[config.mk]
export PLATFORM = sky130hd
export DESIGN_NAME = elcsr_regs
export DESIGN_NICKNAME = d
export VERILOG_FILES = /design/src/shared/elcsr_pkg.sv /design/src/verilog/elcsr_chan_status.sv /design/src/verilog/elcsr_regs.sv
export SDC_FILE = /design/constraint.sdc
export NUM_CORES = 1
export LEC_CHECK = 0
export ABC_AREA = 1
export BUFFER_PORTS_ARGS = -buffer_cell sky130_fd_sc_hd__buf_4
export CAP_MARGIN = 20
export CORE_MARGIN = 5
export CORE_UTILIZATION = 40
export CTS_CLUSTER_SIZE = 28
export DETAILED_ROUTE_END_ITERATION = 8
export GPL_TIMING_DRIVEN = 1
export PLACE_DENSITY = 0.55
export SLEW_MARGIN = 20
export SYNTH_ARGS = -nofsm -noshare
export SYNTH_HDL_FRONTEND = slang
export SYNTH_HIERARCHICAL = 1
export SYNTH_SLANG_ARGS = --single-unit
[constraint.sdc]
create_clock -name i_mclk -period 2.88 [get_ports i_mclk]
set_clock_uncertainty 0.2 [all_clocks]
set_input_delay 0.288 -clock i_mclk [delete_from_list [all_inputs] [get_ports i_mclk]]
set_output_delay 0.288 -clock i_mclk [all_outputs]
set_load 0.02 [all_outputs]
[src/shared/elcsr_pkg.sv]
/*
 * Shared constants and carrier types for the quad E1 line-interface
 * control/status register bank.
 * Assumes a single host-interface clock; all channel alarm sources and
 * parallel-port pins are asynchronous to it.
 */
package elcsr_pkg;

	// ==========================================================
	// sizes
	localparam int NUM_CH  = 4;
	localparam int ADDR_W  = 4;
	localparam int DATA_W  = 8;
	localparam int LOS_W   = 13;
	localparam int SYNC_N  = 2;

	// ==========================================================
	// parallel-port register addresses
	localparam logic [ADDR_W-1:0] ADDR_CMD0 = 4'h0;
	localparam logic [ADDR_W-1:0] ADDR_CMD1 = 4'h1;
	localparam logic [ADDR_W-1:0] ADDR_CH0  = 4'h2;
	localparam logic [ADDR_W-1:0] ADDR_CH1  = 4'h5;
	localparam logic [ADDR_W-1:0] ADDR_CH2  = 4'h8;
	localparam logic [ADDR_W-1:0] ADDR_CH3  = 4'hB;

	// ==========================================================
	// reset and default values
	localparam logic [DATA_W-1:0] CMD0_RST    = 8'h00;
	localparam logic [DATA_W-1:0] CMD1_RST    = 8'h00;
	localparam logic [DATA_W-1:0] UNMAPPED_RD = 8'h00;
	localparam logic [LOS_W-1:0]  LOS_ZEROS_EXT     = 13'h1000;
	localparam int                LOS_ZEROS_STD_DEF = 32;

	// ==========================================================
	// register layouts, msb first
	typedef struct packed {
		logic rail_format_select;
		logic unretimed_receive_select;
		logic receive_output_edge_select;
		logic transmit_sample_edge_select;
		logic data_polarity_select;
		logic line_code_select;
		logic global_interrupt_enable;
		logic software_reset_bit;
	} elcsr_cmd0_t;

	typedef struct packed {
		logic [1:0] reserved;
		logic       elastic_store_depth_select;
		logic       receive_jitter_path_select;
		logic       transmit_jitter_path_select;
		logic       receive_mute_on_signal_loss;
		logic       extended_signal_loss_count;
		logic       output_tristate_test;
	} elcsr_cmd1_t;

	typedef struct packed {
		logic driver_fault;
		logic signal_loss;
		logic code_violation;
		logic transmit_clock_loss;
	} elcsr_alarm_t;

	typedef struct packed {
		elcsr_alarm_t live;
		elcsr_alarm_t latched;
	} elcsr_status_t;

	// ==========================================================
	// carriers
	typedef struct packed {
		logic              cs_n;
		logic              rd_n;
		logic              wr_n;
		logic              ale;
		logic [ADDR_W-1:0] addr;
		logic [DATA_W-1:0] data;
	} elcsr_pbus_t;

	typedef struct packed {
		logic single_rail;
		logic hdb3_sel;
		logic ami_sel;
		logic retime_bypass;
		logic recovery_enable;
		logic rx_rise_edge;
		logic tx_rise_edge;
		logic active_low;
		logic store_depth_64;
		logic jitter_rx;
		logic jitter_tx;
		logic tristate;
		logic core_reset;
	} elcsr_line_cfg_t;

	localparam elcsr_line_cfg_t LINE_CFG_RST = '{core_reset: 1'b1, default: 1'b0};

endpackage

[src/verilog/elcsr_chan_status.sv]
/*
 * One channel's alarm status register: live mirror plus change latches.
 * Assumes i_live is already synchronised to i_mclk and i_clear is a
 * one-cycle pulse per bit from the read logic.
 */
`timescale 1ns/1ps
module elcsr_chan_status (
	input  wire logic                  i_mclk,
	input  wire logic                  i_sys_rst,
	input  wire elcsr_pkg::elcsr_alarm_t i_live,
	input  wire elcsr_pkg::elcsr_alarm_t i_clear,
	output elcsr_pkg::elcsr_alarm_t        o_live,
	output elcsr_pkg::elcsr_alarm_t        o_latched
);
	import elcsr_pkg::*;

	elcsr_alarm_t live_r, live_nxt;
	elcsr_alarm_t latched_r, latched_nxt;
	elcsr_alarm_t change;

	// ==========================================================
	// next state
	always_comb begin
		live_nxt    = i_live;
		change      = i_live ^ live_r;
		// a change in the clearing cycle survives: set beats clear
		latched_nxt = (latched_r & ~i_clear) | change;
	end

	always_ff @(posedge i_mclk) begin
		if (i_sys_rst) begin
			live_r    <= '0;
			latched_r <= '0;
		end else begin
			live_r    <= live_nxt;
			latched_r <= latched_nxt;
		end
	end

	assign o_live    = live_r;
	assign o_latched = latched_r;
endmodule

[src/verilog/elcsr_regs.sv]
/*
 * Host control/status register bank of a quad E1 line interface,
 * reached over the asynchronous parallel port (latch-enable timing).
 * Assumes port pins and live alarms are asynchronous to i_mclk, the alarm mask synchronous, and that
 * pad logic turns o_data_oe_n and o_line_cfg.tristate into pin drive.
 */
`timescale 1ns/1ps
module elcsr_regs #(
	parameter int LOS_ZEROS_STD = elcsr_pkg::LOS_ZEROS_STD_DEF
) (
	input  wire logic                                      i_mclk,
	input  wire logic                                      i_sys_rst,
	input  wire elcsr_pkg::elcsr_pbus_t                    i_pbus,
	input  wire elcsr_pkg::elcsr_alarm_t [elcsr_pkg::NUM_CH-1:0] i_alarm_live,
	input  wire elcsr_pkg::elcsr_alarm_t [elcsr_pkg::NUM_CH-1:0] i_alarm_mask,
	output logic [elcsr_pkg::DATA_W-1:0]                   o_data_out,
	output logic                                           o_data_oe_n,
	output logic                                           o_rdy,
	output logic                                           o_int_n,
	output logic [elcsr_pkg::NUM_CH-1:0]                   o_rx_mute,
	output logic [elcsr_pkg::LOS_W-1:0]                    o_los_zero_limit,
	output elcsr_pkg::elcsr_line_cfg_t                     o_line_cfg
);
	import elcsr_pkg::*;

	localparam logic [LOS_W-1:0] LOS_STD = LOS_W'(LOS_ZEROS_STD);

	// ==========================================================
	// address decode shared by read mux and read-clear
	function automatic logic [2:0] chan_decode(input logic [ADDR_W-1:0] a);
		unique case (a)
			ADDR_CH0: chan_decode = 3'h4;
			ADDR_CH1: chan_decode = 3'h5;
			ADDR_CH2: chan_decode = 3'h6;
			ADDR_CH3: chan_decode = 3'h7;
			default:  chan_decode = 3'h0;
		endcase
	endfunction

	// ==========================================================
	// pin synchronisers
	elcsr_pbus_t pbus_s1, pbus_s2, pbus_d;
	elcsr_alarm_t [NUM_CH-1:0] live_s1, live_s2;

	always_ff @(posedge i_mclk) begin
		if (i_sys_rst) begin
			pbus_s1 <= '{cs_n: 1'b1, rd_n: 1'b1, wr_n: 1'b1, default: '0};
			pbus_s2 <= '{cs_n: 1'b1, rd_n: 1'b1, wr_n: 1'b1, default: '0};
			pbus_d  <= '{cs_n: 1'b1, rd_n: 1'b1, wr_n: 1'b1, default: '0};
			live_s1 <= '0;
			live_s2 <= '0;
		end else begin
			pbus_s1 <= i_pbus;
			pbus_s2 <= pbus_s1;
			pbus_d  <= pbus_s2;
			live_s1 <= i_alarm_live;
			live_s2 <= live_s1;
		end
	end

	// ==========================================================
	// strobe edges
	logic rd_start, rd_end, wr_start, wr_end;
	logic rd_busy_r, rd_busy_nxt, wr_busy_r, wr_busy_nxt;

	always_comb begin
		rd_start = !pbus_s2.cs_n && pbus_d.rd_n && !pbus_s2.rd_n && !rd_busy_r;
		wr_start = !pbus_s2.cs_n && pbus_d.wr_n && !pbus_s2.wr_n && !wr_busy_r;
		// cs may rise with the strobe, so the end edge trusts the busy flag
		rd_end   = rd_busy_r && pbus_s2.rd_n;
		wr_end   = wr_busy_r && pbus_s2.wr_n;
	end

	// ==========================================================
	// channel status registers
	elcsr_alarm_t [NUM_CH-1:0] ch_live, ch_latched, ch_clear;
	logic [ADDR_W-1:0]  addr_r, addr_nxt;
	logic [1:0]         rd_ch_r, rd_ch_nxt;
	logic               rd_chan_r, rd_chan_nxt;
	elcsr_alarm_t       snap_r, snap_nxt;

	generate
		for (genvar c = 0; c < NUM_CH; c++) begin : g_ch
			// only the bits the host actually saw are cleared
			assign ch_clear[c] = (rd_end && rd_chan_r && rd_ch_r == 2'(c)) ? snap_r : '0;
			elcsr_chan_status u_status (
				.i_mclk    (i_mclk),
				.i_sys_rst (i_sys_rst),
				.i_live    (live_s2[c]),
				.i_clear   (ch_clear[c]),
				.o_live    (ch_live[c]),
				.o_latched (ch_latched[c])
			);
		end
	endgenerate

	// ==========================================================
	// command registers and bus engine
	elcsr_cmd0_t          cmd0_r, cmd0_nxt;
	elcsr_cmd1_t          cmd1_r, cmd1_nxt;
	logic [DATA_W-1:0]    dout_r, dout_nxt;
	logic                 oe_n_r, oe_n_nxt;
	logic                 rdy_r, rdy_nxt;
	logic [2:0]           rd_dec;

	always_comb begin
		addr_nxt    = pbus_s2.ale ? pbus_s2.addr : addr_r;
		cmd0_nxt    = cmd0_r;
		cmd1_nxt    = cmd1_r;
		dout_nxt    = dout_r;
		rd_busy_nxt = rd_busy_r;
		wr_busy_nxt = wr_busy_r;
		rd_ch_nxt   = rd_ch_r;
		rd_chan_nxt = rd_chan_r;
		snap_nxt    = snap_r;
		rd_dec      = chan_decode(addr_r);
		rdy_nxt     = !(rd_start || wr_start);
		if (rd_start) begin
			rd_busy_nxt = 1'b1;
			rd_chan_nxt = rd_dec[2];
			rd_ch_nxt   = rd_dec[1:0];
			snap_nxt    = ch_latched[rd_dec[1:0]];
			if (addr_r == ADDR_CMD0) begin
				dout_nxt = cmd0_r;
			end else if (addr_r == ADDR_CMD1) begin
				dout_nxt = cmd1_r;
			end else if (rd_dec[2]) begin
				dout_nxt = {ch_live[rd_dec[1:0]], ch_latched[rd_dec[1:0]]};
			end else begin
				dout_nxt = UNMAPPED_RD;
			end
		end else if (rd_end) begin
			rd_busy_nxt = 1'b0;
			rd_chan_nxt = 1'b0;
		end
		if (wr_start) begin
			wr_busy_nxt = 1'b1;
		end else if (wr_end) begin
			wr_busy_nxt = 1'b0;
			// data taken one sample before the strobe rose: zero hold time
			if (addr_r == ADDR_CMD0) begin
				cmd0_nxt = pbus_d.data;
			end else if (addr_r == ADDR_CMD1) begin
				cmd1_nxt = pbus_d.data;
			end
			// status addresses fall through untouched
		end
		oe_n_nxt = !(rd_busy_nxt && !cmd1_nxt.output_tristate_test);
	end

	always_ff @(posedge i_mclk) begin
		if (i_sys_rst) begin
			cmd0_r    <= CMD0_RST;
			cmd1_r    <= CMD1_RST;
			addr_r    <= '0;
			dout_r    <= '0;
			oe_n_r    <= 1'b1;
			rdy_r     <= 1'b1;
			rd_busy_r <= 1'b0;
			wr_busy_r <= 1'b0;
			rd_ch_r   <= '0;
			rd_chan_r <= 1'b0;
			snap_r    <= '0;
		end else begin
			cmd0_r    <= cmd0_nxt;
			cmd1_r    <= cmd1_nxt;
			addr_r    <= addr_nxt;
			dout_r    <= dout_nxt;
			oe_n_r    <= oe_n_nxt;
			rdy_r     <= rdy_nxt;
			rd_busy_r <= rd_busy_nxt;
			wr_busy_r <= wr_busy_nxt;
			rd_ch_r   <= rd_ch_nxt;
			rd_chan_r <= rd_chan_nxt;
			snap_r    <= snap_nxt;
		end
	end

	// ==========================================================
	// line configuration, interrupt, muting
	elcsr_line_cfg_t           cfg_r, cfg_nxt;
	logic                      int_n_r, int_n_nxt;
	logic [NUM_CH-1:0]         mute_r, mute_nxt;
	logic [LOS_W-1:0]          los_r, los_nxt;
	logic                      int_pend;

	always_comb begin
		cfg_nxt.single_rail     = cmd0_r.rail_format_select;
		cfg_nxt.retime_bypass   = cmd0_r.unretimed_receive_select;
		cfg_nxt.recovery_enable = !cmd0_r.unretimed_receive_select;
		cfg_nxt.rx_rise_edge    = cmd0_r.receive_output_edge_select;
		cfg_nxt.tx_rise_edge    = cmd0_r.transmit_sample_edge_select;
		cfg_nxt.active_low      = cmd0_r.data_polarity_select;
		cfg_nxt.hdb3_sel        = cmd0_r.rail_format_select && !cmd0_r.line_code_select;
		cfg_nxt.ami_sel         = cmd0_r.rail_format_select && cmd0_r.line_code_select;
		cfg_nxt.core_reset      = cmd0_r.software_reset_bit;
		cfg_nxt.store_depth_64  = cmd1_r.elastic_store_depth_select;
		cfg_nxt.jitter_rx       = cmd1_r.receive_jitter_path_select &&
		                          !cmd1_r.transmit_jitter_path_select;
		cfg_nxt.jitter_tx       = cmd1_r.transmit_jitter_path_select &&
		                          !cmd1_r.receive_jitter_path_select;
		cfg_nxt.tristate        = cmd1_r.output_tristate_test;
		los_nxt = cmd1_r.extended_signal_loss_count ? LOS_ZEROS_EXT : LOS_STD;
		for (int c = 0; c < NUM_CH; c++) begin
			mute_nxt[c] = cmd1_r.receive_mute_on_signal_loss && ch_live[c].signal_loss;
		end
		int_pend = 1'b0;
		for (int c = 0; c < NUM_CH; c++) begin
			int_pend = int_pend || ((ch_latched[c] & i_alarm_mask[c]) != '0);
		end
		// open-drain style: released, not driven high, in test mode
		int_n_nxt = !(cmd0_r.global_interrupt_enable && int_pend) ||
		            cmd1_r.output_tristate_test;
	end

	always_ff @(posedge i_mclk) begin
		if (i_sys_rst) begin
			cfg_r   <= LINE_CFG_RST;
			int_n_r <= 1'b1;
			mute_r  <= '0;
			los_r   <= LOS_STD;
		end else begin
			cfg_r   <= cfg_nxt;
			int_n_r <= int_n_nxt;
			mute_r  <= mute_nxt;
			los_r   <= los_nxt;
		end
	end

	assign o_line_cfg       = cfg_r;
	assign o_int_n          = int_n_r;
	assign o_rx_mute        = mute_r;
	assign o_los_zero_limit = los_r;
	assign o_data_out       = dout_r;
	assign o_data_oe_n      = oe_n_r;
	assign o_rdy            = rdy_r;
endmodule
# [Yosys cells after proc, flatten, opt, wreduce, memory -nomap -nowiden]
# Cells that the tools add are included.
[totals] wordCells=227 romBits=0 output_inout_bits=41 in_bits=50 latchBits=0 ram_bits=0 reg_bits=176 memories=0
[op_classes] n_shift=0 n_mux=23 n_lt_le_gt_ge=1 eq_ne=8 n_addsub=0 mul=0 reduce_logical=51 div=0 bitwise=22
[op_table] cell="AND 4 bit" n=8
[op_table] cell="2-to-1 mux 4 bit" n=6
[op_table] cell="2-to-1 mux 8 bit" n=3
[op_table] cell="logical AND 1 bit" n=23
[op_table] cell="binary-select mux 4 bit (select 2 bit)" n=2
[op_table] cell="NOT 4 bit" n=4
[op_table] cell="bitwise OR 4 bit" n=4
[op_table] cell="nonzero test 4 bit" n=4
[op_table] cell="XOR 4 bit" n=4
[op_table] cell="logical NOT 1 bit" n=13
[op_table] cell="2-to-1 mux 13 bit" n=1
[op_table] cell="one-hot mux 3 bit (4 select lines)" n=1
[op_table] cell="2-to-1 mux 1 bit" n=10
[op_table] cell="== test 4 bit (second input constant)" n=2
[op_table] cell="logical OR 1 bit" n=5
[op_table] cell="== test 2 bit (second input constant)" n=2
[op_table] cell="== test 4 x 1 -> 1 bit (second input constant)" n=1
[op_table] cell="== test 4 x 2 -> 1 bit (second input constant)" n=1
[op_table] cell="== test 4 x 3 -> 1 bit (second input constant)" n=1
[op_table] cell="logical NOT 4 bit" n=1
[op_table] cell="AND reduction 4 bit" n=1
[op_table] cell="nonzero test 2 bit" n=2
[op_table] cell="less-than comparator 2 x 3 -> 1 bit (second input constant)" n=1
[op_table] cell="AND reduction 3 bit" n=1
[op_table] cell="3 further kinds" n=4

# [Depth between registers and ports, before layout]
[depth] depth_word=8 mapped_depth=12 mapped_depth_nobuf=11

# [Modules after synthesis]
# Netlist, hierarchy kept.
[modules_own_cells] mod="elcsr_regs" cells_per_inst=628 seq_area_each_um2=2662.6 instances=1 area_each_um2=4885.9
[modules_own_cells] mod="elcsr_chan_status" cells_per_inst=49 seq_area_each_um2=160.2 instances=4 area_each_um2=319.1

# [Worst setup path after synthesis]
# OpenSTA, ideal clock, no wires.
[synth_timing] kind="register -> register" start="register addr_r[2]" end="register dout_r[0] (netlist: o_data_out[0])" slack_ns=1.334 period_less_slack_ns=1.546 arrival_ns=1.213 required_ns=2.546 path_buffers=1 setup_ns=0.134 stages_incl_launch_ff=11 cell_sequence="dfxtp_1 -> inv_2 -> nor2_2 -> nand2_4 -> buf_4 -> nand3_1 -> nand3_1 -> nand3_1 -> nand2_1 -> nand2_1 -> a21oi_2"
[synth_between] elab_chain_len=7 word_cells_on_any_way=12 classes_between="eq/ne: 5; mux: 6; reduce/logical: 1"
[synth_lines] element="from (decl)" line_no="elcsr_regs.sv:77" rtl="logic [ADDR_W-1:0] addr_r, addr_nxt;"
[synth_lines] element="from (signal assigned)" line_no="elcsr_regs.sv:167" rtl="addr_r <= addr_nxt;"
[synth_lines] element="== test 4 bit, or another cell as far along" line_no="elcsr_regs.sv:31" rtl="unique case (a)"
[synth_lines] element="one-hot mux 3 bit (4 select lines)" line_no="elcsr_regs.sv:31"
[synth_lines] element="binary-select mux 4 bit (select 2 bit)" line_no="elcsr_regs.sv:128" rtl="dout_nxt = {ch_live[rd_dec[1:0]], ch_latched[rd_dec[1:0]]};"
[synth_lines] element="2-to-1 mux 4 bit (not written as such)" line_no="elcsr_regs.sv:128"
[synth_lines] element="2-to-1 mux 8 bit" line_no="elcsr_regs.sv:127" rtl="end else if (rd_dec[2]) begin"
[synth_lines] element="2-to-1 mux 8 bit" line_no="elcsr_regs.sv:125" rtl="end else if (addr_r == ADDR_CMD1) begin"
[synth_lines] element="2-to-1 mux 8 bit (*)" line_no="elcsr_regs.sv:123" rtl="if (addr_r == ADDR_CMD0) begin"
[synth_lines] element="to (signal assigned)" line_no="elcsr_regs.sv:168" rtl="dout_r <= dout_nxt;"
[synth_lines] element="to (decl)" line_no="elcsr_regs.sv:101" rtl="logic [DATA_W-1:0] dout_r, dout_nxt;"
# Mark *: on every way between the ends. The rest lies on a longest branch, timed or not. The select of a mux whose other input is x is not followed.
# A chain may end at the register's enable or synchronous reset.

# [Worst setup path after layout]
[layout_timing] start="register addr_r[0]" end="register oe_n_r (netlist: o_data_oe_n)"
[layout_between] elab_chain_len=8 word_cells_on_any_way=9 classes_between="eq/ne: 1; mux: 4; reduce/logical: 4"
[layout_lines] element="== test 4 x 1 -> 1 bit" line_no="elcsr_regs.sv:143" rtl="end else if (addr_r == ADDR_CMD1) begin"
[layout_lines] element="2-to-1 mux 1 bit" line_no="elcsr_regs.sv:143"
[layout_lines] element="2-to-1 mux 1 bit (*)" line_no="elcsr_regs.sv:141" rtl="if (addr_r == ADDR_CMD0) begin"
[layout_lines] element="2-to-1 mux 1 bit (*)" line_no="elcsr_regs.sv:138" rtl="end else if (wr_end) begin"
[layout_lines] element="2-to-1 mux 1 bit (*)" line_no="elcsr_regs.sv:136" rtl="if (wr_start) begin"
[layout_lines] element="logical NOT 1 bit (*)" line_no="elcsr_regs.sv:148" rtl="oe_n_nxt = !(rd_busy_nxt && !cmd1_nxt.output_tristate_test);"
[layout_lines] element="logical AND 1 bit (*)" line_no="elcsr_regs.sv:148"
[layout_lines] element="logical NOT 1 bit (*)" line_no="elcsr_regs.sv:148"
[layout_lines] element="to (signal assigned)" line_no="elcsr_regs.sv:169" rtl="oe_n_r <= oe_n_nxt;"
[layout_lines] element="to (decl)" line_no="elcsr_regs.sv:102" rtl="logic oe_n_r, oe_n_nxt;"
# Mark *: on every way between the ends. The rest lies on a longest branch, timed or not.

==> flow_metrics.tcl <==
set metrics [dict create \
    status "completed" \
    syn_to_final_growth_pct 26.80 \
    cts_made_buffers 17 \
    ff2ff_setup_slack_ns 0.99 \
    path_class "flop to flop" \
    synthCells 824 \
    rsz0062_at_grt "no" \
    dpl.hpwl_um 9475 \
    end_kind "flop" \
    yosys_warnings 6 \
    slew_viol_final 0 \
    clk_latency_ns 0.42 \
    hold_path_end "o_data_out[2]" \
    setup_viol 0 \
    routed_wl_um 13450 \
    ir_drop_uv 424.0 \
    max_freq_mhz 529.4 \
    initial_core_util 0.4069 \
    cts_tree "done" \
    die_x_um 134.1 \
    clk_pin_slew_ns 0.06 \
    root_buffer "clkbuf_16" \
    synthArstFlopShare 0 \
    ys_top_cells_by_area "dfxtp_1 54%, inv_1 12%, nand2_1 8.8%" \
    clock-sinks 165 \
    num_io_pins 91 \
    cp_data_required_time_ns 2.98 \
    final_cell_mix "194 x inv_1, 165 x dfxtp_1, 145 x nand2_1" \
    via_per_inst 4.236 \
    ctsLongestPathBuffers 2 \
    rows 45 \
    drt_iter0_markers 358 \
    cp-start-kind "flop" \
    vias 4812 \
    utilization 0.5159 \
    final_common_cell "inv_1" \
    die_height_um 134.1 \
    syn_avg_cell_area_um2 7.478 \
    p_leak_uw 0.003683 \
    maxCapViolations 0 \
    min_path_cells 2 \
    reg2regPathDepth 5 \
    nFillCells 1471 \
    syn_area_um2 6162 \
    grt-ovfl-total 0 \
    fin_nets 985 \
    cts_max_level 4 \
    crit_path_cell_trace "inv_2, nor2_4, nand3_1, o21ai_0, nand2_1" \
    period_needed_ns 1.889 \
    yosysSeqAreaShare 0.5360 \
    seq_area_um2 3303 \
    drive_above_1_share 0.1508 \
    tns_ns 0 \
    antenna_left 0 \
    io_buffer_count 79 \
    synthFlopType "dfxtp_1" \
    yosys.area.top_type_share 0.5360 \
    grtUsageTotal 0.1583 \
    drt-pass1-iter-count 5 \
    antenna_found_initial 0 \
    cp_max_fo 16 \
    hp-class "input port to flop" \
    post-route-drc-count 0 \
    min_from "i_sys_rst" \
    relSlewSlack 0.6400 \
    critical_path.slowest_cell "o21ai_0" \
    slowest_delay_ns 0.43 \
    grt_pass1_wl_um 22340 \
    diodes 0 \
    synth_edf_count 0 \
    multiInputGateArea_um2 1951 \
    powerDensity_nw_per_um2 647.4 \
    die_area_um2 17990 \
    tightest_slew_ns 0.5384 \
    postSynthRegisterBits 165 \
    hold_viol 0 \
    reg2reg_to "o_data_oe_n" \
    gp_congestion 0.8844 \
    worstPathArrival_ns 1.99 \
    synth_top_area_cell "dfxtp_1" \
    synth_cell_type_count 30 \
    grt_pass1_vias 4609 \
    coreArea_um2 15150 \
    regToRegStartpoint "addr_r[0]" \
    cts.repair.resized 0 \
    routedWlPerCell_um 11.84 \
    grt_start_max_net_pins 98 \
    fin_crit_sh 0.6559 \
]
final cells by class:
type | instances | area share
Sequential cell | 165 | 0.4227
Multi-Input combinational cell | 435 | 0.2496
Tap cell | 188 | 0.03010
Clock buffer | 19 | 0.05797
Clock inverter | 13 | 0.02114
Inverter | 202 | 0.09704
Timing Repair Buffer | 114 | 0.1214
worst max path at each step:
stage                     startpoint             to  slack, ns  depth (start not counted)
after detailed placement   addr_r[0]    o_data_oe_n       1.02                          5
after CTS                  addr_r[0]    o_data_oe_n       1.00                          5
after global placement     addr_r[0]    o_data_oe_n       1.05                          5
after floorplan            addr_r[2]  o_data_out[0]       1.33                         10
final                      addr_r[0]    o_data_oe_n       0.99                          5
after global routing       addr_r[0]    o_data_oe_n       0.83                          5
worst max-delay path: cells and delay by family, from the launching register on:
family	cells	cell delay (ns)
AND/OR/NAND/NOR	3	0.63
AO/OA/AOI/OAI	1	0.43
flip-flops	1	0.39
buffers and inverters	1	0.13
synth_stat cells, drive strengths merged (3+ instances only):
| master | n |
|---|---|
| clkbuf | 15 |
| buf | 17 |
| nor2 | 122 |
| or2 | 7 |
| o21ai | 38 |
| nor3 | 4 |
| nand4 | 3 |
| nand3 | 59 |
| a21oi | 30 |
| o211ai | 4 |
| dfxtp | 165 |
| nand2 | 150 |
| a221oi | 4 |
| inv | 201 |
timing repair:
| action | in CTS | in global routing |
|---|---|---|
| setup buffers | 0 | 0 |
| endpoints found under the hold margin | 32 | 0 |
| hold buffers | 32 | 0 |
through the flow:
step	hold slack (ns)	setup WS, ns	total power (µW)	cells	cell area [µm²]
2_1_floorplan	0.1604	1.334	2648	834	6200
3_3_place_gp	0.1908	1.050	2761	1072	6875
3_5_place_dp	0.1922	1.019	2761	1072	6875
4_1_cts	0.03448	1.002	5113	1136	7814
5_1_grt	0.04104	0.8345	5267	1136	7814
6_report	0.05984	0.9911	5059	1136	7814
state kept, by name, summed over array words and instances, names as in the netlist, 2 cells and up:
register,flops
addr_r,4
cfg_nxt,8
cmd0_r,2
cmd1_r,6
g_ch.u_status/o_latched,16
g_ch.u_status/o_live,16
live_s1,16
live_s2,16
o_data_out,8
o_line_cfg,13
o_los_zero_limit,2
o_rx_mute,4
pbus_d,10
pbus_s1,16
pbus_s2,16
rd_ch_r,2
snap_r,4
metal layers:
layer | track usage | wire [µm] | vias to the layer above
met3 | 0.05551 | 878 | 8
met5 | 0 | 0 | -
li1 | - | - | 2647
met1 | 0.2144 | 6631 | 2046
met4 | 0.05430 | 137 | 0
met2 | 0.2361 | 5806 | 111
power breakdown:
group | internal, µW | switching (µW)
Clock | 1350 | 962
Combinational | 154 | 190
Sequential | 2360 | 41.1
Total | 3870 | 1190
logic make-up after synthesis:
logic type,synth area share
other,0.0006086
flip-flops,0.5360
AO/OA/AOI/OAI,0.07249
AND/OR/NAND/NOR,0.2374
buffers and inverters,0.1535
Power figures use the tool's default switching activity.
